## config.mk

```make
export PLATFORM = sky130hd
export DESIGN_NAME = cdt_decode
export DESIGN_NICKNAME = d
export VERILOG_FILES = /design/src/rtl/cdt_pkg.sv /design/src/rtl/cdt_decode.sv /design/src/rtl/cdt_gpr.sv
export SDC_FILE = /design/constraint.sdc
export NUM_CORES = 1
export LEC_CHECK = 0
export BUFFER_PORTS_ARGS = -buffer_cell sky130_fd_sc_hd__buf_4
export CAP_MARGIN = 25
export CORE_UTILIZATION = 25
export CTS_CLUSTER_DIAMETER = 200
export DETAILED_ROUTE_END_ITERATION = 12
export PLACE_DENSITY = 0.49
export SETUP_SLACK_MARGIN = 0.2
export SYNTH_ARGS = -nofsm -noshare
export SYNTH_HDL_FRONTEND = slang
export SYNTH_HIERARCHICAL = 1
export SYNTH_SLANG_ARGS = --single-unit
export TNS_END_PERCENT = 100
```

## constraint.sdc

```tcl
create_clock -name sys_clk -period 8.75 [get_ports sys_clk]
set_input_delay 0.875 -clock sys_clk [delete_from_list [all_inputs] [get_ports sys_clk]]
set_output_delay 0.875 -clock sys_clk [all_outputs]
set_load 0.05 [all_outputs]
```

## src/rtl/cdt_pkg.sv

```systemverilog
package cdt_pkg;

    // ************************************************************
    // instruction word from fetch
    // ************************************************************
    localparam int INS_W       = 18;
    localparam int EXT_W       = 16;
    localparam int TYPE_LSB    = 12;
    localparam int TYPE_W      = 6;
    localparam int STORE_BIT   = 11;
    localparam int MODE_LSB    = 8;
    localparam int MODE_W      = 3;
    localparam int WORD_BIT    = 7;
    localparam int LOW_BIT     = 6;
    localparam int RN_LSB      = 3;
    localparam int RM_LSB      = 0;
    localparam int REG_IDX_W   = 3;
    localparam int CC_LSB      = 0;
    localparam int CC_W        = 4;

    // ************************************************************
    // instruction type codes, grouped by class
    // ************************************************************
    localparam int NUM_TYPES = 57;
    localparam logic [5:0] T_DATA_COPY    = 6'h00;
    localparam logic [5:0] T_PERIPH_WRITE = 6'h01;
    localparam logic [5:0] T_PERIPH_READ  = 6'h02;
    localparam logic [5:0] T_ARITH_FIRST  = 6'h03;
    localparam logic [5:0] T_ARITH_LAST   = 6'h10;
    localparam logic [5:0] T_LOGIC_FIRST  = 6'h11;
    localparam logic [5:0] T_LOGIC_LAST   = 6'h14;
    localparam logic [5:0] T_SHIFT_FIRST  = 6'h15;
    localparam logic [5:0] T_SHIFT_LAST   = 6'h1c;
    localparam logic [5:0] T_BIT_FIRST    = 6'h1d;
    localparam logic [5:0] T_BIT_LAST     = 6'h2a;
    localparam logic [5:0] T_BRANCH_FIRST = 6'h2b;
    localparam logic [5:0] T_BRANCH_COND  = 6'h2b;
    localparam logic [5:0] T_BRANCH_LAST  = 6'h2f;
    localparam logic [5:0] T_SYS_FIRST    = 6'h30;
    localparam logic [5:0] T_SYS_LAST     = 6'h37;
    localparam logic [5:0] T_BLOCK        = 6'h38;
    // stack forms are aliases of the word copy
    localparam logic [5:0] T_PUSH         = 6'h39;
    localparam logic [5:0] T_POP          = 6'h3a;

    // ************************************************************
    // class codes
    // ************************************************************
    localparam logic [2:0] C_TRANSFER = 3'h0;
    localparam logic [2:0] C_ARITH    = 3'h1;
    localparam logic [2:0] C_LOGIC    = 3'h2;
    localparam logic [2:0] C_SHIFT    = 3'h3;
    localparam logic [2:0] C_BIT      = 3'h4;
    localparam logic [2:0] C_BRANCH   = 3'h5;
    localparam logic [2:0] C_SYSTEM   = 3'h6;
    localparam logic [2:0] C_BLOCK    = 3'h7;

    // ************************************************************
    // addressing modes of the data copy
    // ************************************************************
    localparam logic [2:0] M_REG      = 3'h0;
    localparam logic [2:0] M_INDIRECT = 3'h1;
    localparam logic [2:0] M_DISP16   = 3'h2;
    localparam logic [2:0] M_ABS16    = 3'h3;
    localparam logic [2:0] M_IMM      = 3'h4;
    localparam logic [2:0] M_PREDEC   = 3'h5;
    localparam logic [2:0] M_POSTINC  = 3'h6;
    localparam logic [2:0] M_SHORTABS = 3'h7;

    localparam logic [2:0]  STACK_REG_IDX  = 3'h7;
    localparam logic [15:0] BYTE_STEP      = 16'h0001;
    localparam logic [15:0] WORD_STEP      = 16'h0002;
    localparam logic [7:0]  SHORT_ABS_PAGE = 8'hff;

    // ************************************************************
    // branch conditions, flags are {n, z, v, c}
    // ************************************************************
    localparam logic [3:0] CC_ALWAYS = 4'h0;
    localparam logic [3:0] CC_NEVER  = 4'h1;
    localparam logic [3:0] CC_HI     = 4'h2;
    localparam logic [3:0] CC_LS     = 4'h3;
    localparam logic [3:0] CC_CC     = 4'h4;
    localparam logic [3:0] CC_CS     = 4'h5;
    localparam logic [3:0] CC_NE     = 4'h6;
    localparam logic [3:0] CC_EQ     = 4'h7;
    localparam logic [3:0] CC_VC     = 4'h8;
    localparam logic [3:0] CC_VS     = 4'h9;
    localparam logic [3:0] CC_PL     = 4'ha;
    localparam logic [3:0] CC_MI     = 4'hb;
    localparam logic [3:0] CC_GE     = 4'hc;
    localparam logic [3:0] CC_LT     = 4'hd;
    localparam logic [3:0] CC_GT     = 4'he;
    localparam logic [3:0] CC_LE     = 4'hf;

    typedef enum logic [2:0] {ST_IDLE, ST_READ, ST_EXEC, ST_MEM, ST_WB} cdt_state_e;

endpackage

```

## src/rtl/cdt_decode.sv

```systemverilog
`timescale 1ns/1ps

module cdt_decode (
    input  wire logic        sys_clk,
    input  wire logic        rst_b,
    input  wire logic        ins_valid,
    input  wire logic [17:0] ins_word,
    input  wire logic [15:0] ins_ext,
    input  wire logic [3:0]  cond_flags,
    input  wire logic        mem_ack,
    input  wire logic [15:0] mem_rdata,
    output logic             ins_ready,
    output logic             op_done,
    output logic             op_undef,
    output logic      [2:0]  op_class,
    output logic      [5:0]  op_type,
    output logic             branch_taken,
    output logic             mem_req,
    output logic             mem_we,
    output logic             mem_word,
    output logic      [15:0] mem_addr,
    output logic      [15:0] mem_wdata,
    output logic             gpr_wr_en,
    output logic      [2:0]  gpr_wr_idx,
    output logic             gpr_wr_hi,
    output logic             gpr_wr_lo,
    output logic      [15:0] gpr_wr_data
);

    cdt_pkg::cdt_state_e state_reg;
    logic [17:0]         ins_reg;
    logic [15:0]         ext_reg;
    logic [15:0]         rd_a;
    logic [15:0]         rd_b;
    logic [15:0]         ptr_new_reg;
    logic [15:0]         load_reg;

    // ************************************************************
    // field extraction and stack aliasing
    // ************************************************************
    logic [5:0]  typ;
    logic [2:0]  cls;
    logic        is_push;
    logic        is_pop;
    logic        is_copy;
    logic [2:0]  e_mode;
    logic        e_store;
    logic        e_word;
    logic        e_low;
    logic [2:0]  e_rn;
    logic [2:0]  e_rm;
    logic        bad;
    logic        uses_mem;
    logic        adjusts;
    logic [15:0] step;
    logic [15:0] ea;
    logic [15:0] src_data;
    logic        cond_ok;

    assign typ     = ins_reg[cdt_pkg::TYPE_LSB +: cdt_pkg::TYPE_W];
    assign is_push = (typ == cdt_pkg::T_PUSH);
    assign is_pop  = (typ == cdt_pkg::T_POP);
    assign is_copy = (typ == cdt_pkg::T_DATA_COPY) || is_push || is_pop;
    assign e_mode  = is_push ? cdt_pkg::M_PREDEC :
                     is_pop  ? cdt_pkg::M_POSTINC :
                     ins_reg[cdt_pkg::MODE_LSB +: cdt_pkg::MODE_W];
    assign e_store = is_push ? 1'b1 : is_pop ? 1'b0 : ins_reg[cdt_pkg::STORE_BIT];
    assign e_word  = (is_push || is_pop) ? 1'b1 : ins_reg[cdt_pkg::WORD_BIT];
    assign e_low   = ins_reg[cdt_pkg::LOW_BIT];
    assign e_rn    = ins_reg[cdt_pkg::RN_LSB +: cdt_pkg::REG_IDX_W];
    assign e_rm    = (is_push || is_pop) ? cdt_pkg::STACK_REG_IDX
                                         : ins_reg[cdt_pkg::RM_LSB +: cdt_pkg::REG_IDX_W];

    // ************************************************************
    // class lookup
    // ************************************************************
    always_comb begin
        if (typ <= cdt_pkg::T_PERIPH_READ || is_push || is_pop) begin
            cls = cdt_pkg::C_TRANSFER;
        end else if (typ <= cdt_pkg::T_ARITH_LAST) begin
            cls = cdt_pkg::C_ARITH;
        end else if (typ <= cdt_pkg::T_LOGIC_LAST) begin
            cls = cdt_pkg::C_LOGIC;
        end else if (typ <= cdt_pkg::T_SHIFT_LAST) begin
            cls = cdt_pkg::C_SHIFT;
        end else if (typ <= cdt_pkg::T_BIT_LAST) begin
            cls = cdt_pkg::C_BIT;
        end else if (typ <= cdt_pkg::T_BRANCH_LAST) begin
            cls = cdt_pkg::C_BRANCH;
        end else if (typ <= cdt_pkg::T_SYS_LAST) begin
            cls = cdt_pkg::C_SYSTEM;
        end else begin
            cls = cdt_pkg::C_BLOCK;
        end
    end

    // ************************************************************
    // legality of the copy forms
    // ************************************************************
    always_comb begin
        bad = 1'b0;
        if (typ > cdt_pkg::T_POP) begin
            bad = 1'b1;
        end else if (typ == cdt_pkg::T_PERIPH_WRITE || typ == cdt_pkg::T_PERIPH_READ) begin
            bad = 1'b1;
        end else if (is_copy) begin
            case (e_mode)
                cdt_pkg::M_IMM:      bad = e_store;
                cdt_pkg::M_PREDEC:   bad = !e_store;
                cdt_pkg::M_POSTINC:  bad = e_store;
                cdt_pkg::M_SHORTABS: bad = e_word;
                default:             bad = 1'b0;
            endcase
        end
    end

    assign uses_mem = is_copy && (e_mode != cdt_pkg::M_REG) && (e_mode != cdt_pkg::M_IMM);
    assign adjusts  = (e_mode == cdt_pkg::M_PREDEC) || (e_mode == cdt_pkg::M_POSTINC);
    assign step     = e_word ? cdt_pkg::WORD_STEP : cdt_pkg::BYTE_STEP;

    // ************************************************************
    // effective address
    // ************************************************************
    always_comb begin
        case (e_mode)
            cdt_pkg::M_DISP16:   ea = rd_b + ext_reg;
            cdt_pkg::M_ABS16:    ea = ext_reg;
            cdt_pkg::M_PREDEC:   ea = rd_b - step;
            cdt_pkg::M_SHORTABS: ea = {cdt_pkg::SHORT_ABS_PAGE, ext_reg[7:0]};
            default:             ea = rd_b;
        endcase
    end

    // store source: word, or the selected half in the low lane
    assign src_data = e_word ? rd_a : {8'h00, (e_low ? rd_a[7:0] : rd_a[15:8])};

    // ************************************************************
    // branch condition
    // ************************************************************
    logic fn;
    logic fz;
    logic fv;
    logic fc;
    assign {fn, fz, fv, fc} = cond_flags;

    always_comb begin
        case (ins_reg[cdt_pkg::CC_LSB +: cdt_pkg::CC_W])
            cdt_pkg::CC_ALWAYS: cond_ok = 1'b1;
            cdt_pkg::CC_NEVER:  cond_ok = 1'b0;
            cdt_pkg::CC_HI:     cond_ok = !(fc || fz);
            cdt_pkg::CC_LS:     cond_ok = fc || fz;
            cdt_pkg::CC_CC:     cond_ok = !fc;
            cdt_pkg::CC_CS:     cond_ok = fc;
            cdt_pkg::CC_NE:     cond_ok = !fz;
            cdt_pkg::CC_EQ:     cond_ok = fz;
            cdt_pkg::CC_VC:     cond_ok = !fv;
            cdt_pkg::CC_VS:     cond_ok = fv;
            cdt_pkg::CC_PL:     cond_ok = !fn;
            cdt_pkg::CC_MI:     cond_ok = fn;
            cdt_pkg::CC_GE:     cond_ok = !(fn ^ fv);
            cdt_pkg::CC_LT:     cond_ok = fn ^ fv;
            cdt_pkg::CC_GT:     cond_ok = !(fz || (fn ^ fv));
            default:            cond_ok = fz || (fn ^ fv);
        endcase
    end

    // ************************************************************
    // register file
    // ************************************************************
    cdt_gpr u_gpr (
        .sys_clk   (sys_clk),
        .rst_b     (rst_b),
        .wr_en     (gpr_wr_en),
        .wr_idx    (gpr_wr_idx),
        .wr_hi     (gpr_wr_hi),
        .wr_lo     (gpr_wr_lo),
        .wr_data   (gpr_wr_data),
        .rd_idx_a  (e_rn),
        .rd_idx_b  (e_rm),
        .rd_data_a (rd_a),
        .rd_data_b (rd_b)
    );

    // ************************************************************
    // sequencing
    // ************************************************************
    always_ff @(posedge sys_clk or negedge rst_b) begin
        if (!rst_b) begin
            state_reg <= cdt_pkg::ST_IDLE;
            ins_ready <= 1'b1;
        end else begin
            case (state_reg)
                cdt_pkg::ST_IDLE: begin
                    if (ins_valid) begin
                        state_reg <= cdt_pkg::ST_READ;
                        ins_ready <= 1'b0;
                    end
                end
                cdt_pkg::ST_READ: begin
                    state_reg <= cdt_pkg::ST_EXEC;
                end
                cdt_pkg::ST_EXEC: begin
                    if (!bad && uses_mem) begin
                        state_reg <= cdt_pkg::ST_MEM;
                    end else begin
                        state_reg <= cdt_pkg::ST_IDLE;
                        ins_ready <= 1'b1;
                    end
                end
                cdt_pkg::ST_MEM: begin
                    if (mem_ack && !e_store) begin
                        state_reg <= cdt_pkg::ST_WB;
                    end else if (mem_ack) begin
                        state_reg <= cdt_pkg::ST_IDLE;
                        ins_ready <= 1'b1;
                    end
                end
                default: begin
                    state_reg <= cdt_pkg::ST_IDLE;
                    ins_ready <= 1'b1;
                end
            endcase
        end
    end

    always_ff @(posedge sys_clk or negedge rst_b) begin
        if (!rst_b) begin
            ins_reg <= 18'h00000;
            ext_reg <= 16'h0000;
        end else if (state_reg == cdt_pkg::ST_IDLE && ins_valid) begin
            ins_reg <= ins_word;
            ext_reg <= ins_ext;
        end
    end

    // ************************************************************
    // status outputs
    // ************************************************************
    always_ff @(posedge sys_clk or negedge rst_b) begin
        if (!rst_b) begin
            op_done      <= 1'b0;
            op_undef     <= 1'b0;
            op_class     <= 3'h0;
            op_type      <= 6'h00;
            branch_taken <= 1'b0;
        end else begin
            op_done      <= 1'b0;
            op_undef     <= 1'b0;
            branch_taken <= 1'b0;
            if (state_reg == cdt_pkg::ST_EXEC) begin
                op_class <= cls;
                op_type  <= typ;
                op_undef <= bad;
                op_done  <= bad || !uses_mem;
                branch_taken <= !bad && typ == cdt_pkg::T_BRANCH_COND && cond_ok;
            end else if (state_reg == cdt_pkg::ST_MEM) begin
                op_done <= mem_ack && e_store;
            end else if (state_reg == cdt_pkg::ST_WB) begin
                op_done <= 1'b1;
            end
        end
    end

    // ************************************************************
    // memory bus
    // ************************************************************
    always_ff @(posedge sys_clk or negedge rst_b) begin
        if (!rst_b) begin
            mem_req     <= 1'b0;
            mem_we      <= 1'b0;
            mem_word    <= 1'b0;
            mem_addr    <= 16'h0000;
            mem_wdata   <= 16'h0000;
            ptr_new_reg <= 16'h0000;
            load_reg    <= 16'h0000;
        end else begin
            if (state_reg == cdt_pkg::ST_EXEC && !bad && uses_mem) begin
                mem_req  <= 1'b1;
                mem_we   <= e_store;
                mem_word <= e_word;
                // odd word address silently rounds down, no fault
                mem_addr <= e_word ? {ea[15:1], 1'b0} : ea;
                mem_wdata   <= e_store ? src_data : 16'h0000;
                ptr_new_reg <= (e_mode == cdt_pkg::M_PREDEC) ? rd_b - step : rd_b + step;
            end else if (state_reg == cdt_pkg::ST_MEM && mem_ack) begin
                mem_req  <= 1'b0;
                mem_we   <= 1'b0;
                load_reg <= mem_rdata;
            end
        end
    end

    // ************************************************************
    // register write-back
    // ************************************************************
    always_ff @(posedge sys_clk or negedge rst_b) begin
        if (!rst_b) begin
            gpr_wr_en   <= 1'b0;
            gpr_wr_idx  <= 3'h0;
            gpr_wr_hi   <= 1'b0;
            gpr_wr_lo   <= 1'b0;
            gpr_wr_data <= 16'h0000;
        end else begin
            gpr_wr_en <= 1'b0;
            if (state_reg == cdt_pkg::ST_EXEC && !bad && is_copy && !uses_mem) begin
                gpr_wr_en   <= 1'b1;
                gpr_wr_idx  <= e_rn;
                gpr_wr_hi   <= e_word || !e_low;
                gpr_wr_lo   <= e_word || e_low;
                if (e_mode == cdt_pkg::M_IMM) begin
                    gpr_wr_data <= e_word ? ext_reg : {ext_reg[7:0], ext_reg[7:0]};
                end else begin
                    gpr_wr_data <= e_word ? rd_b : {2{(e_low ? rd_b[7:0] : rd_b[15:8])}};
                end
            end else if (state_reg == cdt_pkg::ST_MEM && mem_ack && adjusts) begin
                // pointer first so a load into the same register wins
                gpr_wr_en   <= 1'b1;
                gpr_wr_idx  <= e_rm;
                gpr_wr_hi   <= 1'b1;
                gpr_wr_lo   <= 1'b1;
                gpr_wr_data <= ptr_new_reg;
            end else if (state_reg == cdt_pkg::ST_WB) begin
                gpr_wr_en   <= 1'b1;
                gpr_wr_idx  <= e_rn;
                gpr_wr_hi   <= e_word || !e_low;
                gpr_wr_lo   <= e_word || e_low;
                gpr_wr_data <= e_word ? load_reg : {load_reg[7:0], load_reg[7:0]};
            end
        end
    end

endmodule

```

## src/rtl/cdt_gpr.sv

```systemverilog
`timescale 1ns/1ps

// eight 16-bit registers, byte halves written separately, registered reads
module cdt_gpr (
    input  wire logic        sys_clk,
    input  wire logic        rst_b,
    input  wire logic        wr_en,
    input  wire logic [2:0]  wr_idx,
    input  wire logic        wr_hi,
    input  wire logic        wr_lo,
    input  wire logic [15:0] wr_data,
    input  wire logic [2:0]  rd_idx_a,
    input  wire logic [2:0]  rd_idx_b,
    output logic      [15:0] rd_data_a,
    output logic      [15:0] rd_data_b
);

    // contents are not initialised by reset, as on the real core
    logic [15:0] regs [0:7];

    always_ff @(posedge sys_clk) begin
        if (wr_en && wr_hi) begin
            regs[wr_idx][15:8] <= wr_data[15:8];
        end
        if (wr_en && wr_lo) begin
            regs[wr_idx][7:0] <= wr_data[7:0];
        end
    end

    always_ff @(posedge sys_clk or negedge rst_b) begin
        if (!rst_b) begin
            rd_data_a <= 16'h0000;
            rd_data_b <= 16'h0000;
        end else begin
            rd_data_a <= regs[rd_idx_a];
            rd_data_b <= regs[rd_idx_b];
        end
    end

endmodule

```

==> impl_metrics.py, run 1 <==
metrics = {
    "synth": {
        "synth_xor_xnor_area_share_pct": 1.925,
        "ys_types": 89,
        "synth_edf_count": 128,
        "ys_warn_count": 6,
        "muxShareOfSynthArea_pct": 19.92,
        "synthFlopType": "dfrtp_1",
        "synthTopCellsByArea": "dfrtp_1 (28%), edfxtp_1 (25%), mux4_1 (9.6%), mux2_2 (6.7%), mux2i_1 (2.5%)",
        "yosysSeqAreaShare_pct": 52.74,
        "synth_nets": 1268,
        "synth_compound_area_share_pct": 11.22,
        "synthSimpleGateAreaFrac_pct": 8.731,
        "yosysTopAreaCell": "dfrtp_1",
        "synth.avg_cell_area_um2": 12.98,
        "syn-cell-area_um2": 15400,
        "synth_top_family_by_area": "multiplexers",
        "postSynthCellCount": 1187,
        "async_flop_share_pct": 57.19,
        "synth_top_area_share_pct": 27.62,
        "ys_seq_elements": 299,
        "synth_fa_ha_area_share_pct": 2.079,
    },
    "die": {
        "die_x_um": 250.2,
        "initial_utilization_pct": 25.43,
        "pin_count": 128,
        "dieArea_um2": 62620,
        "rows": 90,
        "core_um2": 60580,
        "die_h_um": 250.2,
    },
    "route": {
        "vias": 10560,
        "routed_wl_um": 48940,
        "drtPass1Iterations": 5,
        "drt_iter0_drc": 914,
        "drt-vias-per-instance": 5.046,
        "ant_nets": 0,
        "routedWlPerCell_um": 23.39,
        "drc": 0,
    },
    "sta": {
        "setup_violations": 0,
        "hold_viol": 0,
        "hold_slack_ns": 0.2824,
        "tns_ns": 0,
        "max_freq_ghz": 0.2404,
        "slew_viol_final": 0,
        "worst_pin_slew_ns": 1.031,
        "period_share_pct": 47.54,
        "fin_skew_ns": 0.02012,
        "rsz0062_at_grt": "no",
        "slew-limit-headroom_pct": 31.02,
        "fin_crit_ns": 4.160,
    },
    "cells_and_area": {
        "drive_above_1_share_pct": 25.19,
        "syn_to_final_growth_pct": 17.97,
        "fillers": 6128,
        "diodes": 0,
        "largest_reg_flops": 128,
        "final_nets": 1367,
        "fin_util_pct": 30.00,
    },
    "grt": {
        "grt_pass1_vias": 10620,
        "grt.total_usage_pct": 15.54,
        "grt_pass1_wl_um": 72580,
        "grt_max_degree": 67,
        "antenna_found_initial": 1,
        "grt.overflow.total": 0,
    },
    "critical_path": {
        "crit_path_cell_trace": "xor2_2 -> and2_1 -> buf_4 -> nor2_2 -> inv_1 -> ha_1 -> a21oi_1 -> nor4b_1 -> and4_1 -> mux2i_1 -> xor2_1 -> o21ai_0",
        "crit_type": "reg -> reg",
        "critPathRequiredTime_ns": 9.21,
        "reg2reg_from": "ins_reg[13]",
        "r2r_cells": 12,
        "cp.arrival_ns": 4.62,
        "path_delay_family": "simple AND/OR/NAND/NOR gates",
        "critPathBufInv": 2,
        "slowest_delay_ns": 0.74,
        "startpoint_type": "flop",
        "r2r-end": "ptr_new_reg[13]",
        "crit_slowest_cell": "dfrtp_1",
        "worstPathMaxFanout": 26,
        "rrSetupSlack_ns": 4.59,
        "endpoint_kind": "flop",
    },
    "cts": {
        "clockBufferDepth": 3,
        "numCtsBuffers": 35,
        "clock_tree.root_cell": "clkbuf_16",
        "cts_tree": "built",
        "cts_sinks": 299,
        "hold_buffers": 0,
        "cts-resized-gates": 0,
        "clock_latency_ns": 0.55,
        "cts.clk_slew.worst_paths_ns": 0.06,
        "htree_levels": 2,
        "post-cts-setup-buffers": 0,
    },
    "place": {
        "dp_hpwl_um": 34440,
        "gp_congestion": 0.8879,
        "portBuffers": 127,
    },
    "run_status": {
        "outcome": "complete, no violations",
    },
    "power": {
        "irDropWorstVdd_v": 0.0001997,
        "total_power_uw": 7477,
        "pwr_density_cell_nw_per_um2": 411.4,
        "p_leak_uw": 0.007064,
    },
    "job": {
        "maxCapViolations": 0,
    },
    "worst_hold_path": {
        "hold_class": "in -> async",
    },
}
-- through the flow --
stage | instances | worst slack (ns) | cell area, µm²
2_1_floorplan | 1187 | 5.715 | 15400
3_3_place_gp | 2027 | 4.724 | 17060
3_5_place_dp | 2030 | 4.670 | 17090
4_1_cts | 2091 | 4.665 | 18170
5_1_grt | 2092 | 4.228 | 18170
6_report | 2092 | 4.590 | 18170
-- worst reg2reg max path: stages (launching register included) --
cell	delay, ns
dfrtp_1	0.74
xor2_2	0.20
and2_1	0.20
buf_4	0.23
nor2_2	0.62
inv_1	0.28
ha_1	0.35
a21oi_1	0.09
nor4b_1	0.70
and4_1	0.29
mux2i_1	0.08
xor2_1	0.16
o21ai_0	0.15
-- power breakdown --
| group | internal, µW | total [µW] | switching [µW] |
|---|---|---|---|
| Combinational | 1400 | 3380 | 1980 |
| Clock | 805 | 1410 | 609 |
| Sequential | 1930 | 2680 | 756 |
-- metal layers --
layer / GRT usage [%] / wire length (µm) / vias up
met3: 2.702 / 2412 / 59
met4: 4.417 / 1165 / 2
met1: 20.71 / 21660 / 5408
met2: 25.81 / 23690 / 297
met5: 0 / 12 / -
li1: - / - / 4790
-- final cells by class --
class / count / area, µm² / share of cell area, %
clock buffers: 48 / 964.7 / 5.308
clock inverters: 13 / 112.6 / 0.6196
inverters: 19 / 71.32 / 0.3924
multi-input cells: 784 / 6803 / 37.43
flip-flops and latches: 299 / 8125 / 44.71
well taps: 782 / 978.4 / 5.384
repair buffers: 147 / 1119 / 6.155
-- cells in the final DEF, fill, tap and decap left out, drive strengths merged, types with 7 or more instances in the layout --
| master | n |
|---|---|
| a211oi | 7 |
| a21oi | 51 |
| a221oi | 9 |
| a22o | 11 |
| a22oi | 16 |
| a31oi | 22 |
| buf | 147 |
| clkbuf | 48 |
| clkinv | 10 |
| dfrtp | 170 |
| edfxtp | 128 |
| ha | 20 |
| inv | 20 |
| mux2 | 92 |
| mux2i | 38 |
| mux4 | 64 |
| nand2 | 77 |
| nand2b | 10 |
| nand3 | 21 |
| nor2 | 96 |
| nor3 | 19 |
| o21ai | 64 |
| o221ai | 13 |
| o22ai | 7 |
| or3 | 9 |
| xnor2 | 17 |
| xor2 | 16 |
-- cell families (layout without fill, tap and decap cells) --
kind of cell    count (synthesis)  after routing
flops                         299            299
compound gates                253            253
buf+inv                       104            227
xor+xnor                       33             33
mux                           194            194
fa+ha+maj                      24             24
simple gates                  280            280
-- Yosys cell counts, types with 20 or more instances --
cell and number:
ha_1 20, a21oi_1 49, mux2i_1 38, clkbuf_1 31, nor2_1 94, mux2_2 91
nand3_1 21, dfrtp_1 170, edfxtp_1 128, nand2_1 75, o21ai_0 61, buf_2 28
mux4_1 56, a31oi_1 22
-- worst max path at each step --
stage / startpoint / endpoint / slack, ns / cells after the start
2_1_floorplan: ins_reg[17] / mem_addr[13] / 5.71 / 14
3_3_place_gp: ins_reg[13] / ptr_new_reg[13] / 4.72 / 12
3_5_place_dp: ins_reg[13] / ptr_new_reg[13] / 4.67 / 12
4_1_cts: ins_reg[13] / ptr_new_reg[13] / 4.66 / 12
5_1_grt: ins_reg[13] / ptr_new_reg[15] / 4.23 / 12
6_report: ins_reg[13] / ptr_new_reg[13] / 4.59 / 12
Power figures use the tool's default switching activity.
==> run 2, diff against run 1 <==
--- a/config.mk
+++ b/config.mk
@@ -10,7 +10,7 @@
 export CORE_UTILIZATION = 25
 export CTS_CLUSTER_DIAMETER = 200
 export DETAILED_ROUTE_END_ITERATION = 12
-export PLACE_DENSITY = 0.49
+export PLACE_DENSITY = 0.5
 export SETUP_SLACK_MARGIN = 0.2
 export SYNTH_ARGS = -nofsm -noshare
 export SYNTH_HDL_FRONTEND = slang
==> constraint.sdc (replaced) <==
create_clock -name sys_clk -period 3.54 [get_ports sys_clk]
set_input_delay 0.354 -clock sys_clk [delete_from_list [all_inputs] [get_ports sys_clk]]
set_output_delay 0.354 -clock sys_clk [all_outputs]
set_load 0.05 [all_outputs]
==> run 2 against run 1 <==
Largest power group unchanged. Sequential share of layout area down 1.5 points. Core utilization up 1.0 points. Hold slack worse by 0.24 ns. Combinational power rose to 2.7 times the previous value. Critical endpoint is now mem_addr[11]. Via count is 2.0% higher. Global-route usage shrank 0.27 points. Register-to-register slack got worse by 4.1 ns. Clock power is 130% higher.
==> impl_metrics.py, run 2 (synthesis gave the netlist of run 1 again) <==
metrics = {
    "cts": {
        "numCtsBuffers": 31,
        "htree_levels": 1,
        "cts_tree": "built",
        "post-cts-setup-buffers": 0,
        "cts.clk_slew.worst_paths_ns": 0.06,
        "cts_sinks": 299,
        "clock_tree.root_cell": "clkbuf_16",
        "clock_latency_ns": 0.59,
        "clockBufferDepth": 3,
    },
    "die": {
        "die_h_um": 250.2,
        "core_um2": 60580,
        "die_x_um": 250.2,
        "initial_utilization_pct": 25.43,
        "dieArea_um2": 62620,
        "rows": 90,
        "pin_count": 128,
    },
    "grt": {
        "grt_pass1_wl_um": 72020,
        "grt_max_degree": 86,
        "grt.overflow.total": 0,
        "antenna_found_initial": 0,
        "grt.total_usage_pct": 15.26,
        "grt_pass1_vias": 10780,
    },
    "critical_path": {
        "endpoint_kind": "flop",
        "worstPathMaxFanout": 6,
        "crit_type": "reg -> reg",
        "cp.arrival_ns": 3.53,
        "startpoint_type": "flop",
        "critPathRequiredTime_ns": 4.02,
        "rrSetupSlack_ns": 0.48,
    },
    "place": {
        "dp_hpwl_um": 34410,
        "portBuffers": 127,
        "dp.cells": 2054,
        "gp_congestion": 0.8882,
    },
    "power": {
        "p_seq_share_pct": 33.9,
        "p_leak_uw": 0.007364,
        "pwr-share-clk_pct": 17.8,
        "swShare_pct": 44.46,
        "pwr_density_cell_nw_per_um2": 988.7,
        "power.switching_uw": 8258,
        "power.internal_uw": 10320,
        "irDropWorstVdd_v": 0.0004582,
        "pwr-share-comb_pct": 48.3,
    },
    "worst_hold_path": {
        "hold_class": "in -> reg",
    },
    "route": {
        "drt-vias-per-instance": 4.986,
        "drt_iter0_drc": 964,
        "routedWlPerCell_um": 22.43,
        "drc": 0,
        "vias": 10770,
        "routed_wl_um": 48450,
        "ant_nets": 0,
        "drtPass1Iterations": 5,
    },
    "sta": {
        "slew_viol_final": 0,
        "fin_skew_ns": 0.01243,
        "setup_violations": 0,
        "rsz0062_at_grt": "no",
        "tns_ns": 0,
        "max_freq_ghz": 0.3273,
        "worst_pin_slew_ns": 1.041,
        "slew-limit-headroom_pct": 30.62,
        "hold_viol": 0,
        "fin_crit_ns": 3.056,
        "period_share_pct": 86.31,
    },
    "cells_and_area": {
        "drive_above_1_share_pct": 25.56,
        "final_nets": 1433,
        "fin_util_pct": 31.01,
        "layout_commonest_cell": "dfrtp_1",
        "fin_cells": 2160,
        "fillers": 6093,
        "multiInputGateArea_um2": 6802,
        "largest_reg_flops": 128,
        "final_cell_mix": "dfrtp_1 (169), buf_4 (166), edfxtp_1 (128)",
        "regArea_um2": 8125,
        "syn_to_final_growth_pct": 21.97,
    },
    "job": {
        "maxCapViolations": 0,
    },
    "run_status": {
        "outcome": "complete, no violations",
    },
}
==> run 2: worst paths after layout <==
check	from	cells past startpoint	endpoint
worst max-delay path	ins_reg[13]	11	mem_addr[11]
worst min-delay path	ins_ext[3]	2	ext_reg[3]
worst max register to register	ins_reg[13]	11	mem_addr[11]
worst min register to register	ptr_new_reg[12]	2	ptr_new_reg[12]
max in group asynchronous	rst_b	3	u_gpr/rd_data_a[14]
min in group asynchronous	rst_b	2	ins_reg[1]
==> run 2: worst max-delay path, cell delays in order (launching register included) <==
cell       delay [ns]
dfrtp_1          0.40
xor2_2           0.20
and2_1           0.21
nor2_2           0.32
inv_1            0.20
ha_1             0.33
o21ba_2          0.16
nand3_1          0.23
nor2_1           0.29
xnor2_1          0.17
o2111ai_1        0.17
o221a_2          0.26
==> run 2: layout make-up <==
type                       instances  share of cell area, %
multi-input combinational        784                  36.20
antenna                            1                0.01332
clock inverter                    10                 0.6459
inverter                          19                 0.3796
sequential                       299                  43.24
tap                              782                  5.207
timing repair buffer             217                  9.576
clock buffer                      48                  4.735
==> run 2: routing by layer <==
| metal | global-route usage [%] | vias to the layer above | share of wire (%) |
|---|---|---|---|
| met2 | 25.69 | 314 | 49 |
| met1 | 20.43 | 5482 | 43 |
| met5 | 0 | - | 0 |
| li1 | - | 4916 | - |
| met4 | 4.592 | 0 | 2.5 |
| met3 | 1.922 | 58 | 4.8 |
==> run 2: power by group through the flow <==
stage	Combinational (µW)	Sequential, µW	Clock [µW]
finish	8980	6300	3300
global route	9660	6440	3500
CTS	9020	6310	3390
detailed placement	8930	6370	0
global placement	8920	6350	0
floorplan	5450	6680	0
==> run 2: stage by stage <==
| step | total power, µW | instance area, µm² | setup WS (ns) | hold slack (ns) |
|---|---|---|---|---|
| floorplan | 12130 | 15400 | 0.5047 | 0.05841 |
| global placement | 15270 | 17290 | 0.5115 | 0.4644 |
| detailed placement | 15300 | 17300 | 0.4139 | 0.4653 |
| CTS | 18720 | 18770 | 0.4050 | 0.004004 |
| global route | 19590 | 18790 | 0.2841 | 0.01894 |
| finish | 18580 | 18790 | 0.4845 | 0.03772 |
==> run 2: what timing repair did <==
item | in CTS | in global routing
hold buffers | 45 | 0
setup endpoints to repair | 0 | 1
hold endpoints to repair | 127 | 0
gates resized for setup | 0 | 1
